===== config.mk =====
export PLATFORM = sky130hd
export DESIGN_NAME = hdbb_top
export DESIGN_NICKNAME = d
export VERILOG_FILES = /design/src/common/hdbb_pkg.sv /design/src/design/hdbb_top.sv
export SDC_FILE = /design/constraint.sdc
export NUM_CORES = 1
export LEC_CHECK = 0
export BUFFER_PORTS_ARGS = -buffer_cell sky130_fd_sc_hd__buf_2
export CAP_MARGIN = 20
export CELL_PAD_IN_SITES_DETAIL_PLACEMENT = 1
export CELL_PAD_IN_SITES_GLOBAL_PLACEMENT = 1
export CORE_AREA = 2 2 121 123
export CTS_BUF_LIST = sky130_fd_sc_hd__clkbuf_8 sky130_fd_sc_hd__clkbuf_16
export DETAILED_ROUTE_END_ITERATION = 8
export DIE_AREA = 0 0 123 125
export PLACE_DENSITY_LB_ADDON = 0.1
export SYNTH_ARGS = -nofsm -noshare
export SYNTH_HDL_FRONTEND = slang
export SYNTH_HIERARCHICAL = 1
export SYNTH_SLANG_ARGS = --single-unit

===== constraint.sdc =====
create_clock -name CLOCK_IN -period 7 [get_ports CLOCK_IN]
set_input_delay 0.35 -clock CLOCK_IN [delete_from_list [all_inputs] [get_ports CLOCK_IN]]
set_output_delay 0.35 -clock CLOCK_IN [all_outputs]
set_load 0.02 [all_outputs]

===== src/common/hdbb_pkg.sv =====
// Package: constants and types for the host data bus buffer port
package hdbb_pkg;
    localparam int NUM_CH = 2;
    localparam int FIFO_DEPTH = 4;

    // Core-side register offsets
    localparam logic [7:0] ADDR_DATA_CH0 = 8'h48;
    localparam logic [7:0] ADDR_STAT_CH0 = 8'h49;
    localparam logic [7:0] ADDR_CTRL_CH0 = 8'h4a;
    localparam logic [7:0] ADDR_DATA_CH1 = 8'h4c;
    localparam logic [7:0] ADDR_STAT_CH1 = 8'h4d;
    localparam logic [7:0] ADDR_CTRL_CH1 = 8'h4e;

    // Reset values
    localparam logic [7:0] RST_DATA = 8'h00;
    localparam logic [7:0] RST_STAT = 8'h00;
    localparam logic [7:0] RST_CTRL = 8'h00;

    // Status field positions
    localparam int STAT_OBF_BIT = 0;
    localparam int STAT_IBF_BIT = 1;
    localparam int STAT_A0_BIT  = 3;
    // Bits the core may write in the status register (2, 4..7)
    localparam logic [7:0] STAT_USER_MASK = 8'hf4;

    // Control field positions
    localparam int CTRL_SLAVE_BIT  = 7; // Control 0
    localparam int CTRL_DOUBLE_BIT = 7; // Control 1
    localparam int CTRL_RW_TYPE_BIT = 6; // Control 0: 1 = R/W with enable

    typedef struct packed {
        logic       ch;
        logic       a0;
        logic [7:0] data;
    } hdbb_hwr_t;

    localparam int HWR_W = $bits(hdbb_hwr_t);
endpackage : hdbb_pkg


===== src/design/hdbb_top.sv =====
// Host data bus buffer port: write FIFO and two-channel slave port
`timescale 1ns/1ps
`default_nettype none

// Functional notes
// - Control 0 bit 7 enables slave port
// - Control 1 bit 7 selects double channel
// - Supports R/W-enable or separate strobes
// - Master write raises input-full request
// - Master data read (A0 low) raises output-empty request
// - One request pair per channel
// - Data pins tri-state bidirectional bus
// - Strobes, selects, A0 are master inputs
// - Status bits 0,1,3 hardware only
// - Status bits 2,4-7 core read/write
// - Bit0 output full, bit1 input full
// - Master read, A0 high returns status
// - Output flag: core sets, master clears
// - Input flag: master sets, core clears
// - A0 latched into status bit 3
// - Master write latched, core reads data
// - Core write loads output buffer
// - Core or DMA services the buffers

module hdbb_fifo #(
    parameter int WIDTH = 10,
    parameter int DEPTH = 4
) (
    input  wire logic             clk,
    input  wire logic             arst_n,
    input  wire logic             in_valid,
    output logic                  in_ready,
    input  wire logic [WIDTH-1:0] in_data,
    output logic                  out_valid,
    input  wire logic             out_ready,
    output logic      [WIDTH-1:0] out_data
);
    localparam int AW = $clog2(DEPTH);

    logic [WIDTH-1:0] mem_reg [DEPTH];
    logic [AW-1:0]    wr_ptr_reg;
    logic [AW-1:0]    rd_ptr_reg;
    logic [AW:0]      count_reg;
    logic             push;
    logic             pop;

    assign in_ready  = (count_reg != (AW+1)'(DEPTH));
    assign out_valid = (count_reg != '0);
    assign out_data  = mem_reg[rd_ptr_reg];
    assign push      = in_valid & in_ready;
    assign pop       = out_valid & out_ready;

    always_ff @(posedge clk) begin
        if (push) begin
            mem_reg[wr_ptr_reg] <= in_data;
        end
    end

    // Pointers wrap by compare so a depth that is not a power of two works
    always_ff @(posedge clk or negedge arst_n) begin
        if (!arst_n) begin
            wr_ptr_reg <= '0;
        end else if (push) begin
            wr_ptr_reg <= (wr_ptr_reg == AW'(DEPTH-1)) ? '0
                                                       : wr_ptr_reg + 1'b1;
        end
    end

    always_ff @(posedge clk or negedge arst_n) begin
        if (!arst_n) begin
            rd_ptr_reg <= '0;
        end else if (pop) begin
            rd_ptr_reg <= (rd_ptr_reg == AW'(DEPTH-1)) ? '0
                                                       : rd_ptr_reg + 1'b1;
        end
    end

    // One extra bit tells full from empty
    always_ff @(posedge clk or negedge arst_n) begin
        if (!arst_n) begin
            count_reg <= '0;
        end else begin
            count_reg <= count_reg + (AW+1)'(push) - (AW+1)'(pop);
        end
    end
endmodule // hdbb_fifo

module hdbb_top #(
    parameter int FIFO_DEPTH_P = hdbb_pkg::FIFO_DEPTH
) (
    input  wire logic                       CLOCK_IN,
    input  wire logic                       ARST_N_IN,
    // Core register port
    input  wire logic [7:0]                 CORE_ADDR_IN,
    input  wire logic                       CORE_WR_IN,
    input  wire logic                       CORE_RD_IN,
    input  wire logic [7:0]                 CORE_WDATA_IN,
    output logic      [7:0]                 CORE_RDATA_OUT,
    output logic      [hdbb_pkg::NUM_CH-1:0] IRQ_IN_FULL_OUT,
    output logic      [hdbb_pkg::NUM_CH-1:0] IRQ_OUT_EMPTY_OUT,
    // Master pins
    input  wire logic [7:0]                 HOST_DATA_PINS_IN,
    output logic      [7:0]                 HOST_DATA_PINS_OUT,
    output logic                            HOST_DATA_PINS_OE_OUT,
    input  wire logic                       RD_N_OR_E_IN,
    input  wire logic                       WR_N_OR_RW_IN,
    input  wire logic                       HOST_SELECT_CH0_N_IN,
    input  wire logic                       SHARED_SELECT_PIN_N_IN,
    input  wire logic                       CMD_DATA_SELECT_IN,
    output logic      [hdbb_pkg::NUM_CH-1:0] OUT_FULL_FLAG_OUT,
    output logic      [hdbb_pkg::NUM_CH-1:0] IN_FULL_FLAG_N_OUT,
    output logic                            HOST_WR_READY_OUT
);
    import hdbb_pkg::*;

    // Register views per channel
    logic [7:0]      ctrl_reg [NUM_CH];
    logic [7:0]      status   [NUM_CH];
    logic [7:0]      in_buf   [NUM_CH];
    logic [7:0]      out_buf  [NUM_CH];

    // Mode decode
    logic            slave_en;
    logic            double_mode;
    logic            rw_type;

    // Master strobes and selects
    logic            rd_act;
    logic            wr_act;
    logic            sel_any;
    logic            sel_ch;
    logic            rd_act_reg;
    logic            wr_act_reg;
    logic            rd_ch_reg;
    logic            rd_a0_reg;

    // Access edges
    logic            wr_start;
    logic            rd_end;

    // Write queue
    hdbb_hwr_t       fifo_in;
    hdbb_hwr_t       fifo_out;
    logic            fifo_in_ready;
    logic            fifo_out_valid;
    logic            fifo_out_ready;

    // Per-channel events
    logic [NUM_CH-1:0] ibf;
    logic [NUM_CH-1:0] land;
    logic [NUM_CH-1:0] host_rd_obuf;
    logic [7:0]      rdata_next;

    assign slave_en    = ctrl_reg[0][CTRL_SLAVE_BIT];
    assign double_mode = ctrl_reg[1][CTRL_DOUBLE_BIT];
    assign rw_type     = ctrl_reg[0][CTRL_RW_TYPE_BIT];

    // Strobe decode for both master styles; pins are plain inputs
    always_comb begin
        if (rw_type) begin
            rd_act = RD_N_OR_E_IN & WR_N_OR_RW_IN;
            wr_act = RD_N_OR_E_IN & ~WR_N_OR_RW_IN;
        end else begin
            rd_act = ~RD_N_OR_E_IN;
            wr_act = ~WR_N_OR_RW_IN;
        end
    end

    // Shared pin only selects channel 1 in double mode; channel 0 wins ties
    assign sel_ch  = HOST_SELECT_CH0_N_IN;
    assign sel_any = slave_en & (~HOST_SELECT_CH0_N_IN |
                     (double_mode & ~SHARED_SELECT_PIN_N_IN));

    always_ff @(posedge CLOCK_IN or negedge ARST_N_IN) begin
        if (!ARST_N_IN) begin
            rd_act_reg <= 1'b0;
            wr_act_reg <= 1'b0;
            rd_ch_reg  <= 1'b0;
            rd_a0_reg  <= 1'b0;
        end else begin
            rd_act_reg <= rd_act & sel_any;
            wr_act_reg <= wr_act & sel_any;
            if (rd_act & sel_any & ~rd_act_reg) begin
                rd_ch_reg <= sel_ch;
                rd_a0_reg <= CMD_DATA_SELECT_IN;
            end
        end
    end

    assign wr_start = wr_act & sel_any & ~wr_act_reg;
    assign rd_end   = rd_act_reg & ~(rd_act & sel_any);

    // Writes are queued so a fast master does not overrun a busy buffer
    assign fifo_in.ch   = sel_ch;
    assign fifo_in.a0   = CMD_DATA_SELECT_IN;
    assign fifo_in.data = HOST_DATA_PINS_IN;
    // Head blocks while its buffer is full, so byte order is kept
    assign fifo_out_ready = ~ibf[fifo_out.ch];

    hdbb_fifo #(
        .WIDTH (HWR_W),
        .DEPTH (FIFO_DEPTH_P)
    ) u_fifo (
        .clk       (CLOCK_IN),
        .arst_n    (ARST_N_IN),
        .in_valid  (wr_start),
        .in_ready  (fifo_in_ready),
        .in_data   (fifo_in),
        .out_valid (fifo_out_valid),
        .out_ready (fifo_out_ready),
        .out_data  (fifo_out)
    );

    for (genvar c = 0; c < NUM_CH; c++) begin : g_ch
        logic [7:0] ctrl_q;
        logic [7:0] user_q;
        logic [7:0] in_q;
        logic [7:0] out_q;
        logic       obf_q;
        logic       ibf_q;
        logic       a0_q;
        logic       core_wr_data;
        logic       core_rd_data;

        assign core_wr_data = CORE_WR_IN &
            (CORE_ADDR_IN == (c == 0 ? ADDR_DATA_CH0 : ADDR_DATA_CH1));
        assign core_rd_data = CORE_RD_IN &
            (CORE_ADDR_IN == (c == 0 ? ADDR_DATA_CH0 : ADDR_DATA_CH1));
        assign land[c] = fifo_out_valid & fifo_out_ready & (fifo_out.ch == 1'(c));
        assign host_rd_obuf[c] = rd_end & (rd_ch_reg == 1'(c)) & ~rd_a0_reg;

        always_ff @(posedge CLOCK_IN or negedge ARST_N_IN) begin
            if (!ARST_N_IN) begin
                ctrl_q <= RST_CTRL;
                user_q <= RST_STAT;
            end else begin
                if (CORE_WR_IN &
                    CORE_ADDR_IN == (c == 0 ? ADDR_CTRL_CH0 : ADDR_CTRL_CH1)) begin
                    ctrl_q <= CORE_WDATA_IN;
                end
                if (CORE_WR_IN &
                    CORE_ADDR_IN == (c == 0 ? ADDR_STAT_CH0 : ADDR_STAT_CH1)) begin
                    user_q <= CORE_WDATA_IN & STAT_USER_MASK;
                end
            end
        end

        // Input byte and its A0 level stay until the next landing
        always_ff @(posedge CLOCK_IN or negedge ARST_N_IN) begin
            if (!ARST_N_IN) begin
                in_q <= RST_DATA;
                a0_q <= 1'b0;
            end else if (land[c]) begin
                in_q <= fifo_out.data;
                a0_q <= fifo_out.a0;
            end
        end

        // Input flag; a landing byte beats a same-cycle core read
        always_ff @(posedge CLOCK_IN or negedge ARST_N_IN) begin
            if (!ARST_N_IN) begin
                ibf_q <= 1'b0;
            end else if (land[c]) begin
                ibf_q <= 1'b1;
            end else if (core_rd_data) begin
                ibf_q <= 1'b0;
            end
        end

        always_ff @(posedge CLOCK_IN or negedge ARST_N_IN) begin
            if (!ARST_N_IN) begin
                out_q <= RST_DATA;
            end else if (core_wr_data) begin
                out_q <= CORE_WDATA_IN;
            end
        end

        // Output flag; core write wins over a same-cycle master read
        always_ff @(posedge CLOCK_IN or negedge ARST_N_IN) begin
            if (!ARST_N_IN) begin
                obf_q <= 1'b0;
            end else if (core_wr_data) begin
                obf_q <= 1'b1;
            end else if (host_rd_obuf[c]) begin
                obf_q <= 1'b0;
            end
        end

        always_ff @(posedge CLOCK_IN or negedge ARST_N_IN) begin
            if (!ARST_N_IN) begin
                IRQ_IN_FULL_OUT[c]   <= 1'b0;
                IRQ_OUT_EMPTY_OUT[c] <= 1'b0;
            end else begin
                IRQ_IN_FULL_OUT[c]   <= land[c];
                IRQ_OUT_EMPTY_OUT[c] <= host_rd_obuf[c];
            end
        end

        // Flag pins lag the flags by one clock; the request comes first
        always_ff @(posedge CLOCK_IN or negedge ARST_N_IN) begin
            if (!ARST_N_IN) begin
                OUT_FULL_FLAG_OUT[c]  <= 1'b0;
                IN_FULL_FLAG_N_OUT[c] <= 1'b1;
            end else begin
                OUT_FULL_FLAG_OUT[c]  <= obf_q;
                IN_FULL_FLAG_N_OUT[c] <= ~ibf_q;
            end
        end

        assign ctrl_reg[c] = ctrl_q;
        assign in_buf[c]   = in_q;
        assign out_buf[c]  = out_q;
        assign ibf[c]      = ibf_q;
        always_comb begin
            status[c] = user_q;
            status[c][STAT_OBF_BIT] = obf_q;
            status[c][STAT_IBF_BIT] = ibf_q;
            status[c][STAT_A0_BIT]  = a0_q;
        end
    end

    // Core read mux; unmapped addresses read zero
    always_comb begin
        unique case (CORE_ADDR_IN)
            ADDR_DATA_CH0: rdata_next = in_buf[0];
            ADDR_STAT_CH0: rdata_next = status[0];
            ADDR_CTRL_CH0: rdata_next = ctrl_reg[0];
            ADDR_DATA_CH1: rdata_next = in_buf[1];
            ADDR_STAT_CH1: rdata_next = status[1];
            ADDR_CTRL_CH1: rdata_next = ctrl_reg[1];
            default:       rdata_next = 8'h00;
        endcase
    end

    always_ff @(posedge CLOCK_IN or negedge ARST_N_IN) begin
        if (!ARST_N_IN) begin
            CORE_RDATA_OUT <= 8'h00;
        end else begin
            CORE_RDATA_OUT <= CORE_RD_IN ? rdata_next : 8'h00;
        end
    end

    // Ready is one clock late; a master must leave room for that
    always_ff @(posedge CLOCK_IN or negedge ARST_N_IN) begin
        if (!ARST_N_IN) begin
            HOST_WR_READY_OUT <= 1'b0;
        end else begin
            HOST_WR_READY_OUT <= fifo_in_ready;
        end
    end

    // Pin drive lags the strobe by two clocks (via rd_act_reg); output is registered
    always_ff @(posedge CLOCK_IN or negedge ARST_N_IN) begin
        if (!ARST_N_IN) begin
            HOST_DATA_PINS_OE_OUT <= 1'b0;
        end else begin
            HOST_DATA_PINS_OE_OUT <= rd_act_reg & rd_act & sel_any;
        end
    end

    // Channel and A0 were latched at the start of the read
    always_ff @(posedge CLOCK_IN or negedge ARST_N_IN) begin
        if (!ARST_N_IN) begin
            HOST_DATA_PINS_OUT <= 8'h00;
        end else begin
            HOST_DATA_PINS_OUT <= rd_a0_reg ? status[rd_ch_reg]
                                            : out_buf[rd_ch_reg];
        end
    end
endmodule // hdbb_top

`default_nettype wire


==> run_results.csv <==
group,metric,value,unit
run_status,status,"finished, final reports clean",
cts,clk_pin_slew,0.06,ns
cts,cts_buffers,17,
global_routing,grt_pass1_vias,3477,
floorplan,row_count,44,
routing,antenna_left,0,
cts,htreeDepth,4,
cts,cts_setup_buffers,0,
cts,clock-sinks,141,
worst_setup_path,critPathRequiredTime,7.33,ns
yosys,synthTopCellsByCount,"dfrtp_1 (99), mux2_2 (56), edfxtp_1 (40), mux4_2 (26), nor2_1 (20)",
routing,drc,0,
yosys,yosysTopAreaCell,"dfrtp_1",
yosys,synth-seq-area-share,63.8,%
sta,finalClockSkew,0.00812,ns
routing,drtIter0Drc,174,
sta,final.min_clock_period,3.06,ns
yosys,synth.distinct_cells,42,
final_layout,fin_cells,612,
power,p_leak,3.11,nW
power,pwr_density_cell,335,nW/um^2
worst_setup_path,critPathCaptureType,"flop",
yosys,synth_flop_cell,"dfrtp_1",
floorplan,ios,59,
yosys,async_reset_ff_share,71.6,%
place,io_buffers,58,
yosys,synth_most_common_cell,"dfrtp_1",
floorplan,die_w,123,um
yosys,synth.area.top_cells,"dfrtp_1 (42%), edfxtp_1 (21%), mux2_2 (11%), mux4_2 (10%), mux2_4 (2.6%)",
flow_run,maxCapViolCount,0,
routing,drt_pre_antenna_iters,4,
final_layout,nFillCells,1397,
sta,slew_headroom,49.7,%
yosys,synth_edf_count,40,
yosys,synth_top_area_share,42.4,%
routing,drt-total-wl,12400,um
cts,clock_path_buffers,2,
final_layout,design_area,6910,um^2
final_layout,largest_reg_flops,40,
global_routing,grt_overflow,0,
worst_setup_path,critPathKind,"reg2reg",
yosys,syn_area,5850,um^2
floorplan,start_util,41.2,%
routing,vias_per_cell,5.12,
sta,tightest_slew,0.755,ns
worst_setup_path,critPathLaunchType,"flop",
floorplan,core_area,14200,um^2
hold_path,hold_path_class,"in2reg",
sta,fin_crit_sh,43.7,%
sta,slew_viol_final,0,
cts,cts_tree,"yes",
yosys,avgSynthCellArea,16.8,um^2
routing,wl_per_cell,20.2,um
cts,clock_latency,0.42,ns
sta,holdWs,0.122,ns
floorplan,die_area,15400,um^2
final_layout,drive_gt1_share,46.5,%
final_layout,nets,456,
routing,dr_total_vias,3133,
worst_setup_path,cp.arrival,3.39,ns
global_routing,antenna_found_initial,0,
sta,setup_viol,0,
place,place.gp.congestion,0.731,
place,dp.cells,579,
place,post_dp_cell_area,6330,um^2
cts,cts_root_buffer,"clkbuf_16",
sta,fmax,0.327,GHz
worst_setup_path,cp_max_fo,13,
yosys,synth_fp_nets,388,
global_routing,grt_pass1_wl,19900,um
yosys,ys_ff_latch,141,
global_routing,grt_max_degree,61,
global_routing,grt_usage,17.7,%
yosys,ys_warn_count,6,
power,peakVddDrop,0.238,mV
sta,grt_setup_unrepaired,"no",
cts,cts_resized,0,
yosys,syn_inst,347,
final_layout,diodes,0,
sta,fin_setup_tns,0,ns
floorplan,fp.dieH,125,um
final_layout,area_growth,18.3,%
sta,finalHoldViolCount,0,
place,dpl.hpwl,8410,um
through the flow:
step	total power, mW	utilization, %	worst slack, ns
global route	2.44	48.7	3.62
floorplan	1.32	-	4.57
detailed placement	1.46	44.5	3.89
finish	2.32	48.7	3.94
global placement	1.44	44.5	4.02
CTS	2.35	48.7	3.87
final cells by class:
class	instances	area, um^2	area share [%]
clock buffers	19	453	6.55
clock inverters	13	125	1.81
inverters	13	48.8	0.706
multi-input cells	181	2010	29.0
flip-flops and latches	141	3730	54.0
well taps	184	230	3.33
repair buffers	61	318	4.60
cells by family after synthesis:
| logic type | after synthesis | share of synthesized area, % |
|---|---|---|
| xor gates and xnor gates | 2 | 0.300 |
| muxes | 101 | 24.9 |
| and+or+nand+nor | 55 | 5.78 |
| AOI/OAI and AO/OA | 15 | 1.52 |
| DFF | 141 | 63.8 |
| adders and majority gates | 8 | 1.84 |
| buffers and inverters | 25 | 1.82 |
path summary, 6_finish.rpt:
path | depth (start not counted) | startpoint | slack [ns] | end
setup / recovery | 11 | u_fifo/rd_ptr_reg[0] | 3.94 | u_fifo/count_reg[2]
hold / removal | 2 | WR_N_OR_RW_IN | 0.12 | wr_act_reg
setup reg to reg | 11 | u_fifo/rd_ptr_reg[0] | 3.94 | u_fifo/count_reg[2]
hold reg to reg | 0 | g_ch[0].obf_q | 0.45 | OUT_FULL_FLAG_OUT[0]
max in group asynchronous | 3 | ARST_N_IN | 5.37 | g_ch[0].out_q[7]
min in group asynchronous | 2 | ARST_N_IN | 0.46 | OUT_FULL_FLAG_OUT[0]
layer usage:
layer	vias to the layer above	share of wire, %	GRT usage, %
li1	1423	-	-
met1	1634	45	23.9
met2	65	50	27.9
met3	11	3.9	4.97
met4	0	1.3	5.68
met5	-	0	0
layout by cell type (no fill, tap or decap), types with 2 or more instances in the layout:
cell type / n
mux4_2: 26
clkinv_4: 2
ha_1: 7
dfrtp_1: 99
clkinv_2: 5
nand3_1: 5
nor2b_1: 2
mux2i_1: 9
xnor2_1: 2
and3_2: 4
o21ai_0: 4
buf_2: 57
dfstp_2: 2
clkbuf_16: 17
mux2_2: 56
clkinvlp_4: 2
clkbuf_8: 2
mux2_4: 10
nor2_1: 20
nor2_2: 2
bufinv_16: 2
a21oi_1: 8
nand2b_1: 4
nand3b_1: 2
nand2_1: 2
edfxtp_1: 40
buf_4: 3
inv_1: 14
power breakdown:
group	internal (mW)	switching (mW)	total, mW
Clock	0.538	0.338	0.875
Combinational	0.221	0.161	0.382
Sequential	0.952	0.108	1.06
timing repair:
item / 4_1_cts / 5_1_grt
hold buffers: 1 / 0
setup endpoints to repair: 0 / 0
hold endpoints to repair: 40 / 0
critical path, cell delays in order (launching register included):
cell and delay, ns:
dfrtp_1 0.80, mux4_2 0.63, mux2i_1 0.15, nand2_1 0.13
inv_1 0.05, ha_1 0.26, inv_1 0.05, ha_1 0.13
inv_1 0.05, fa_1 0.37, xnor2_1 0.19, xnor2_1 0.15
No activity file was read; power rests on OpenSTA's default activity.
